`src/logic/abk_pkg.sv`:
```
// Shared constants for the answerback message sequencer
package abk_pkg;
	// ==========================================================
	// Code and store layout
	localparam int          ABK_CODE_W   = 5;
	localparam int          ABK_MSG_LEN  = 21;
	localparam int          ABK_PTR_W    = 5;
	localparam logic [4:0]  ABK_PTR_RST  = 5'h00;
	localparam logic [4:0]  ABK_PTR_LAST = 5'h14;
	// ==========================================================
	// Five-unit combinations, bit set means marking element
	localparam logic [4:0]  ABK_LTRS     = 5'h1f;
	localparam logic [4:0]  ABK_FIGS     = 5'h1b;
	localparam logic [4:0]  ABK_CHAR_D   = 5'h09;
	// ==========================================================
	// Reset values
	localparam logic        ABK_FLAG_RST = 1'b0;
	localparam logic [4:0]  ABK_MASK_RST = 5'h00;
	// ==========================================================
	// Sequencer states
	typedef enum logic {
		ABK_IDLE,
		ABK_RUN
	} abk_state_t;
endpackage

```
`src/logic/abk_stream_if.sv`:
```
// Character stream carrier between sequencer and buffer
`timescale 1ns/100ps
interface abk_stream_if #(parameter int W = 5);
	logic [W-1:0] data;
	logic         valid;
	logic         ready;
	modport src (output data, output valid, input ready);
	modport snk (input data, input valid, output ready);
endinterface

```
`src/logic/abk_answerback.sv`:
```
// Answerback message sequencer, top level
// Functional notes
// - Store holds 21 five-unit code positions
// - Position one always letters shift, twenty free
// - Received figures shift outside a keyboard cycle clears noncontention flag
// - Figures then D starts sequence if flag clear
// - Line trigger locks keyboard when lock fitted
// - Trigger releases code latches, starts cycle on the next clock
// - Blocked element spacing, unblocked element marking
// - Each character cycle advances pointer by one
// - Cycles run back to back through 21 unless generator stalls
// - Stop at wrap, latch codes, block cycles
// - Idle store never affects keyboard codes
// - Keyboard stays locked until manual unlock
// - Manual identify key starts same sequence
// - Local keyboard cycle sets self-holding flag
`timescale 1ns/100ps
module abk_answerback
	import abk_pkg::*;
#(
	parameter int MSG_LEN = ABK_MSG_LEN
) (
	// Clock and reset
	input  wire logic                  i_ref_clk,
	input  wire logic                  i_reset,
	// Received characters from the typing unit
	input  wire logic [ABK_CODE_W-1:0] i_rx_code,
	input  wire logic                  i_rx_valid,
	// Local keyboard character cycle pulse
	input  wire logic                  i_kbd_cycle,
	// Operator pins
	input  wire logic                  i_manual_identify_key,
	input  wire logic                  i_manual_unlock,
	input  wire logic                  i_lock_fitted,
	// Message store configuration, blocked element mask
	input  wire logic                  i_msg_wr,
	input  wire logic [ABK_PTR_W-1:0]  i_msg_addr,
	input  wire logic [ABK_CODE_W-1:0] i_msg_mask,
	// Signal generator
	output logic      [ABK_CODE_W-1:0] o_tx_code,
	output logic                       o_tx_valid,
	input  wire logic                  i_tx_ready,
	// Status
	output logic                       o_busy,
	output logic                       o_latch_release,
	output logic                       o_kbd_enable,
	output logic                       o_kbd_locked,
	output logic                       o_noncontention
);
	// ==========================================================
	// State
	abk_state_t                state_reg;
	abk_state_t                state_next;
	logic [ABK_PTR_W-1:0]      ptr_reg;
	logic [ABK_PTR_W-1:0]      ptr_next;
	logic                      noncon_reg;
	logic                      figs_seen_reg;
	logic                      lock_reg;
	logic                      kbd_en_reg;
	logic [2:0]                pin_s1_reg;
	logic [2:0]                pin_s2_reg;
	logic [2:0]                pin_s3_reg;
	logic [ABK_CODE_W-1:0]     store_mask [MSG_LEN];

	abk_stream_if #(.W(ABK_CODE_W)) seq_s ();
	abk_stream_if #(.W(ABK_CODE_W)) gen_s ();

	// ==========================================================
	// Pin synchronisers
	always_ff @(posedge i_ref_clk) begin
		if (i_reset) begin
			pin_s1_reg <= 3'h0;
			pin_s2_reg <= 3'h0;
			pin_s3_reg <= 3'h0;
		end else begin
			pin_s1_reg <= {i_lock_fitted, i_manual_unlock,
				i_manual_identify_key};
			pin_s2_reg <= pin_s1_reg;
			pin_s3_reg <= pin_s2_reg;
		end
	end

	wire key_edge    = pin_s2_reg[0] & ~pin_s3_reg[0];
	wire unlock_edge = pin_s2_reg[1] & ~pin_s3_reg[1];
	wire lock_fit    = pin_s2_reg[2];

	// ==========================================================
	// Message store
	genvar gi;
	generate
		for (gi = 0; gi < MSG_LEN; gi++) begin : g_store
			if (gi == 0) begin : g_stop
				assign store_mask[gi] = ABK_MASK_RST;
			end else begin : g_blade
				logic [ABK_CODE_W-1:0] mask_reg;
				always_ff @(posedge i_ref_clk) begin
					if (i_reset) begin
						mask_reg <= ABK_MASK_RST;
					end else if (i_msg_wr
						&& i_msg_addr == ABK_PTR_W'(gi)) begin
						mask_reg <= i_msg_mask;
					end
				end
				assign store_mask[gi] = mask_reg;
			end
		end
	endgenerate

	// ==========================================================
	// Decode
	wire rx_figs    = i_rx_valid && i_rx_code == ABK_FIGS;
	wire rx_d       = i_rx_valid && i_rx_code == ABK_CHAR_D;
	wire line_trig  = rx_d && figs_seen_reg && !noncon_reg;
	wire idle       = state_reg == ABK_IDLE;
	wire trig       = idle && (line_trig || key_edge);
	wire running    = state_reg == ABK_RUN;
	wire char_cycle = running && seq_s.ready;
	wire at_last    = ptr_reg == ABK_PTR_W'(MSG_LEN - 1);

	assign seq_s.valid = running;
	assign seq_s.data  = ~store_mask[ptr_reg];

	// ==========================================================
	// Sequencer
	always_comb begin
		state_next = state_reg;
		ptr_next   = ptr_reg;
		case (state_reg)
			ABK_IDLE: begin
				if (trig) begin
					state_next = ABK_RUN;
					ptr_next   = ABK_PTR_RST;
				end
			end
			ABK_RUN: begin
				if (char_cycle) begin
					if (at_last) begin
						state_next = ABK_IDLE;
						ptr_next   = ABK_PTR_RST;
					end else begin
						ptr_next = ptr_reg + 5'h01;
					end
				end
			end
			default: begin
				state_next = ABK_IDLE;
				ptr_next   = ABK_PTR_RST;
			end
		endcase
	end

	always_ff @(posedge i_ref_clk) begin
		if (i_reset) begin
			state_reg <= ABK_IDLE;
			ptr_reg   <= ABK_PTR_RST;
		end else begin
			state_reg <= state_next;
			ptr_reg   <= ptr_next;
		end
	end

	// ==========================================================
	// Noncontention, figures memory, keyboard lock
	always_ff @(posedge i_ref_clk) begin
		if (i_reset) begin
			noncon_reg    <= ABK_FLAG_RST;
			figs_seen_reg <= ABK_FLAG_RST;
			lock_reg      <= ABK_FLAG_RST;
			kbd_en_reg    <= 1'b1;
		end else begin
			if (i_kbd_cycle) begin
				noncon_reg <= 1'b1;
			end else if (rx_figs) begin
				noncon_reg <= 1'b0;
			end
			if (i_rx_valid) begin
				figs_seen_reg <= rx_figs;
			end
			if (idle && line_trig && lock_fit) begin
				lock_reg <= 1'b1;
			end else if (unlock_edge) begin
				lock_reg <= 1'b0;
			end
			kbd_en_reg <= state_next == ABK_IDLE
				&& !(lock_reg && !unlock_edge)
				&& !(idle && line_trig && lock_fit);
		end
	end

	// ==========================================================
	// Output buffer
	abk_skid_buf #(.W(ABK_CODE_W)) u_buf (
		.i_ref_clk (i_ref_clk),
		.i_reset   (i_reset),
		.in_s      (seq_s),
		.out_s     (gen_s)
	);

	assign gen_s.ready     = i_tx_ready;
	assign o_tx_code       = gen_s.data;
	assign o_tx_valid      = gen_s.valid;
	assign o_busy          = running;
	assign o_latch_release = running;
	assign o_kbd_enable    = kbd_en_reg;
	assign o_kbd_locked    = lock_reg;
	assign o_noncontention = noncon_reg;
endmodule

```
`src/logic/abk_skid_buf.sv`:
```
// Two-entry buffer in front of the signal generator
`timescale 1ns/100ps
module abk_skid_buf #(
	parameter int W = 5
) (
	// Clock and reset
	input  wire logic i_ref_clk,
	input  wire logic i_reset,
	// Streams
	abk_stream_if.snk in_s,
	abk_stream_if.src out_s
);
	logic [W-1:0] out_data_reg;
	logic         out_valid_reg;
	logic [W-1:0] sk_data_reg;
	logic         sk_valid_reg;
	wire          push = in_s.valid & ~sk_valid_reg;
	wire          pop  = out_valid_reg & out_s.ready;
	wire          head_free = ~out_valid_reg | pop;

	assign in_s.ready  = ~sk_valid_reg;
	assign out_s.valid = out_valid_reg;
	assign out_s.data  = out_data_reg;

	always_ff @(posedge i_ref_clk) begin
		if (i_reset) begin
			out_valid_reg <= 1'b0;
			sk_valid_reg  <= 1'b0;
			out_data_reg  <= '0;
			sk_data_reg   <= '0;
		end else if (head_free) begin
			if (sk_valid_reg) begin
				out_data_reg <= sk_data_reg;
				sk_valid_reg <= 1'b0;
			end else begin
				out_data_reg  <= in_s.data;
				out_valid_reg <= push;
			end
		end else if (push) begin
			sk_data_reg  <= in_s.data;
			sk_valid_reg <= 1'b1;
		end
	end
endmodule

```
`config.mk`:
```
export PLATFORM = sky130hd
export DESIGN_NAME = abk_answerback
export DESIGN_NICKNAME = d
export VERILOG_FILES = /design/src/logic/abk_pkg.sv /design/src/logic/abk_stream_if.sv /design/src/logic/abk_answerback.sv /design/src/logic/abk_skid_buf.sv
export SDC_FILE = /design/constraint.sdc
export NUM_CORES = 1
export LEC_CHECK = 0
export BUFFER_PORTS_ARGS = -buffer_cell sky130_fd_sc_hd__buf_2
export CAP_MARGIN = 20
export CORE_MARGIN = 2
export CORE_UTILIZATION = 54
export DETAILED_ROUTE_END_ITERATION = 7
export PLACE_DENSITY = 0.83
export SLEW_MARGIN = 10
export SYNTH_ARGS = -nofsm -noshare
export SYNTH_HDL_FRONTEND = slang
export SYNTH_SLANG_ARGS = --single-unit
```
`constraint.sdc`:
```
create_clock -name i_ref_clk -period 1.8 [get_ports i_ref_clk]
set_input_delay 0 -clock i_ref_clk [delete_from_list [all_inputs] [get_ports i_ref_clk]]
set_output_delay 0 -clock i_ref_clk [all_outputs]
set_load 0.02 [all_outputs]
```
# [Word-level counts from Yosys, hierarchy flattened]
# Index checks and enable logic that the tools add are counted.
[op_classes] addsub=1 order_cmp=1 n_eq_ne=25 muxes=16 bitwise=14 reduce_logical=42
[ops] operator="$eq A5 B4 Y1 const B" n=9
[ops] operator="$eq A5 B5 Y1 const B" n=7
[ops] operator="$logic_and A1 B1 Y1" n=31
[ops] operator="$mux W5" n=6
[ops] operator="$bmux W5 S5" n=1
[ops] operator="$eq A5 B3 Y1 const B" n=4
[ops] operator="$eq A5 B2 Y1 const B" n=2
[ops] operator="$pmux W5 S2" n=1
[ops] operator="$mux W1" n=7
[ops] operator="$not A1 Y1" n=7
[ops] operator="$ge A6 B6 Y1 const B" n=1
[ops] operator="$not A5 Y6" n=1
[ops] operator="$reduce_and A2 Y1" n=3
[ops] operator="$add A5 B1 Y5 const B" n=1
[ops] operator="$eq A5 B1 Y1 const B" n=1
[ops] operator="$not A5 Y5" n=1
[ops] operator="$and A1 B1 Y1" n=4
[ops] operator="$logic_not A1 Y1" n=4
[ops] operator="$ne A2 B1 Y1 const B" n=2
[ops] operator="$reduce_bool A2 Y1" n=2
[ops] operator="$pmux W1 S2" n=1
[ops] operator="$reduce_or A2 Y1" n=1
[ops] operator="$logic_or A1 B1 Y1" n=1
[ops] operator="$or A1 B1 Y1" n=1
[totals] reg_bits=130 input_bits=24 out_inout_bits=11 elab_cells=132

# [Logic depth before layout (Yosys ltp)]
[depth] ltp_word=11 mapped_depth=8 depth_no_buf=6

# [By module]
# From an unflattened synthesis, not the netlist that was laid out.
[unflattened] cells_unflattened=669 area_unflattened_um2=5957.0
[modules_own_cells] module="abk_answerback" instances=1 cells_per_inst=619 area_each_um2=5449.0 seq_area_each_um2=2362.3
[modules_own_cells] module="abk_skid_buf" instances=1 cells_per_inst=50 area_each_um2=508.0 seq_area_each_um2=240.2

# [Worst setup path before layout]
# Ideal clock, no wire load.
[synth_path] kind="reg-to-reg" from="register ptr_reg[1]" to="register ptr_reg[3]" setup_ns=0.070 arrival_ns=1.705 required_time_ns=1.730 setup_slack_ns=0.025 path_stages_with_launch=8 n_path_buf=2 synth_period_minus_slack_ns=1.775 cell_sequence="dfxtp_1 -> buf_4 -> buf_6 -> inv_1 -> ha_1 -> a31o_2 -> or4_1 -> a21oi_1"
[synth_via] elab_chain_cells=4 word_cells_on_any_way=5 classes_between="1 x add/sub; 1 x eq/ne; 3 x mux"
[synth_lines] item="start: declaration" line="abk_answerback.sv:54" rtl="logic [ABK_PTR_W-1:0] ptr_reg;"
[synth_lines] item="start signal: assignment" line="abk_answerback.sv:158" rtl="ptr_reg <= ptr_next;"
[synth_lines] item="$add A5 B1 Y5 or $eq A5 B5 Y1 (tied branches)" line="abk_answerback.sv:141, abk_answerback.sv:118"
[synth_lines] item="$mux W5 (*)" line="abk_answerback.sv:137" rtl="if (at_last) begin"
[synth_lines] item="$mux W5 (*)" line="abk_answerback.sv:136" rtl="if (char_cycle) begin"
[synth_lines] item="$pmux W5 S2 (*)" line="abk_answerback.sv:128" rtl="case (state_reg)"
# Mark *: on every way between the ends. The rest lies on a longest branch, timed or not. The select of a mux whose other input is x is not followed.
# A chain may end at the register's enable or synchronous reset.

# [Worst setup path after layout]
[layout_path] from="register ptr_reg[0]" to="register u_buf.sk_data_reg[2]"
[layout_via] elab_chain_cells=5
[layout_lines] item="$not A5 Y6 (implied by the code)" line="abk_answerback.sv:121" rtl="assign seq_s.data = ~store_mask[ptr_reg];"
[layout_lines] item="$bmux W5 S5" line="abk_answerback.sv:121"
[layout_lines] item="$mux W5 (implied by the code) (2 in a row)" line="abk_answerback.sv:121"
[layout_lines] item="$not A5 Y5" line="abk_answerback.sv:121"
[layout_lines] item="end signal: assignment" line="abk_skid_buf.sv:40" rtl="sk_data_reg <= in_s.data;"
[layout_lines] item="end: declaration" line="abk_skid_buf.sv:15" rtl="logic [W-1:0] sk_data_reg;"
# No other way between the ends. The select of a mux whose other input is x is not followed.

==> results.yml <==
logic_synthesis:
  synth_fp_nets: 656
  synthesis.instances: 630
  synth.yosys.seq_area_share_pct: 45.62
  yosys.cell_count.top_type: "sky130_fd_sc_hd__dfxtp_1"
  synthesis.area_sq_um: 5704
  synth.lib_cells_used.distinct: 39
  synthArstFlopShare_pct: 0
  synth_enable_flop_cells: 0
  yosys_warnings: 0
  synthTopCellsByArea: "sky130_fd_sc_hd__dfxtp_1, sky130_fd_sc_hd__mux2i_1, sky130_fd_sc_hd__a21oi_1"
  synth_top_cells_by_count: "sky130_fd_sc_hd__dfxtp_1, sky130_fd_sc_hd__mux2i_1, sky130_fd_sc_hd__nor2_1"
  postSynthRegisterBits: 130
  dominant_cell_type_by_area_after_synthesis: "sky130_fd_sc_hd__dfxtp_1"
  synth_top_cell_area_share_pct: 45.62
  ys.flop_type: "sky130_fd_sc_hd__dfxtp_1"
  syn_avg_cell_area_sq_um: 9.054
outcome:
  run_status: "finished clean"
floorplanning:
  die_area_sq_um: 11400
  fp.dieW_um: 106.8
  die_height_um: 106.8
  top_level_ports: 35
  coreArea_sq_um: 10280
  start_util_pct: 55.50
  fp-row-count: 37
drt:
  post_drt_wl_per_cell_um: 18.11
  drc: 0
  route.vias.total: 4976
  drt_pass1_iterations: 5
  detailedRoute.firstIterationViolations: 492
  finalWirelength_um: 14900
  drt-vias-per-instance: 6.046
  drt.antenna.violating_nets: 0
clocking:
  tritoncts.num_buffers: 17
  numClockSinks: 130
  clkLatencyLatePin_ps: 540
  clock_tree.buffer_depth: 2
  worst_setup_hold_path_clk_slew_ps: 60
  cts_root_buffer: "sky130_fd_sc_hd__clkbuf_8"
  cts_tree: "done"
  cts_h_tree_depth: 4
place:
  place.port_buffers: 34
  gp_congestion: 0.8540
  dp_hpwl_um: 9229
  number_of_instances_in_the_placed_design: 772
layout:
  final_cell_count_no_fill: 823
  final_antenna_diode_count: 0
  fraction_of_final_layout_cells_sized_beyond_drive_strength_1_pct: 16.74
  final_core_utilization_pct: 67.13
  areaGrowthSynthToFinish_pct: 20.95
  largest_reg_flops: 100
  num-nets-final: 700
sta:
  timing.final.crit_share_pct: 96.55
  max_clock_freq_mhz: 575.4
  timing.slew.headroom_pct: 56.05
  max_slew.worst_pin.slew_ps: 654.3
  timing.hold.ws_ps: 61.96
  timing.clock.skew_ps: 5.838
  post-route-min-period_ps: 1738
  final_hold_viol_count: 0
  setup_tns_ps: 0
  setup_viol_count_final: 0
  unrepaired_setup_endpoints_after_global_routing: "no"
  final-max-slew-violation-count: 0
power_and_ir_drop:
  total_leakage_power_nw: 2.526
  p_total_w: 0.006994
  peakVddDrop_mv: 0.4833
  power_per_cell_area_nw_per_um2: 1014
worst_hold_path:
  worst_hold_path_type: "in2reg"
global_route:
  grtUsageTotal_pct: 26.66
  grt_start_max_net_pins: 95
  grt_pass1_vias: 4836
  grt_antenna_before_repair: 0
  grt.overflow.total: 0
  wire_length_of_the_first_global_routing_pass_um: 23560
setup_path:
  worst_path_max_delay_cell: "sky130_fd_sc_hd__or3_1"
  r2r_setup_slack_ps: 60
  cells_traversed_along_the_worst_timing_path: "buf_12 -> mux4_2 -> o22ai_1 -> or3_1 -> a32o_1"
  endpoint_kind_of_the_worst_setup_timing_path: "flop"
  worstPathArrival_ps: 2160
  crit_type: "reg2reg"
  cpPeakStageDelay_ps: 410
  worst-path-max-fanout: 9
  setup.worst_path.start_class: "flop"
  crit_required_ps: 2220
flow_run:
  cap_viol_max_count: 0
[layer usage]
| layer | global-route usage [%] | up-vias | routed length [um] |
|---|---|---|---|
| li1 | - | 2314 | - |
| met4 | 13.27 | 0 | 560 |
| met2 | 45.00 | 245 | 7265 |
| met5 | 0 | - | 0 |
| met1 | 31.17 | 2357 | 5964 |
| met3 | 7.295 | 60 | 1114 |
[kinds of logic (layout without fill, tap and decap cells)]
kind of cell	after synthesis	in the layout	share of synthesized area [%]
buffers and inverters	57	114	4.496
AOI/OAI and AO/OA	99	99	10.07
DFF	130	130	45.62
and+or+nand+nor	252	252	21.19
adders and majority gates	2	2	0.4386
muxes	90	90	18.18
[critical path: cells and delay by family, from the launching register on]
family | cells | cell delay [ps]
multiplexers | 1 | 320
buffers and inverters | 1 | 150
AND/OR/NAND/NOR | 1 | 410
flip-flops | 1 | 360
AO/OA/AOI/OAI | 2 | 370
[repair_timing]
action	CTS	global route
cloned	0	1
hold buffers	17	0
resized for setup	1	7
endpoints found under the hold margin	81	0
setup buffers	0	1
endpoints found under the setup margin	1	12
[worst paths after layout]
kind | cells past startpoint | endpoint | start
worst max-delay path | 5 | u_buf.sk_data_reg[2] | ptr_reg[0]
worst min-delay path | 5 | o_kbd_enable | i_rx_code[2]
worst max register to register | 5 | u_buf.sk_data_reg[2] | ptr_reg[0]
worst min register to register | 1 | pin_s2_reg[0] | pin_s1_reg[0]
[through the flow]
step,cell area [sq um],worst slack (ps)
floorplan,5704,24.70
CTS,6847,28.69
global route,6899,6.325
detailed placement,6040,-7.719
finish,6899,62.10
global placement,6040,79.65
[layout make-up]
class	instances	area (sq um)
Fill cell	742	3378
Timing Repair Buffer	77	605.6
Clock inverter	12	178.9
Multi-Input combinational cell	443	2861
Inverter	5	18.77
Sequential cell	130	2609
Clock buffer	20	455.4
Tap cell	136	170.2
[report_power, final]
group	internal, W	switching [W]	leakage [nW]
sequential	0.00292	0.0000239	1.05
clock	0.00236	0.00130	0.292
combinational	0.000147	0.000247	1.18
total	0.00542	0.00157	2.53
[cell usage in the layout, fill, tap and decap left out, types with 7 or more instances in the layout]
| cell type | n |
|---|---|
| sky130_fd_sc_hd__buf_4 | 22 |
| sky130_fd_sc_hd__o22ai_1 | 15 |
| sky130_fd_sc_hd__dfxtp_1 | 127 |
| sky130_fd_sc_hd__a21oi_1 | 64 |
| sky130_fd_sc_hd__nor2_1 | 74 |
| sky130_fd_sc_hd__buf_2 | 33 |
| sky130_fd_sc_hd__mux4_2 | 7 |
| sky130_fd_sc_hd__dlygate4sd3_1 | 17 |
| sky130_fd_sc_hd__or3_1 | 7 |
| sky130_fd_sc_hd__nor2b_1 | 14 |
| sky130_fd_sc_hd__clkbuf_16 | 17 |
| sky130_fd_sc_hd__nand2_1 | 65 |
| sky130_fd_sc_hd__nand3_1 | 53 |
| sky130_fd_sc_hd__mux2i_1 | 80 |
| sky130_fd_sc_hd__and3_1 | 10 |
(Power assumes the default switching activity.)
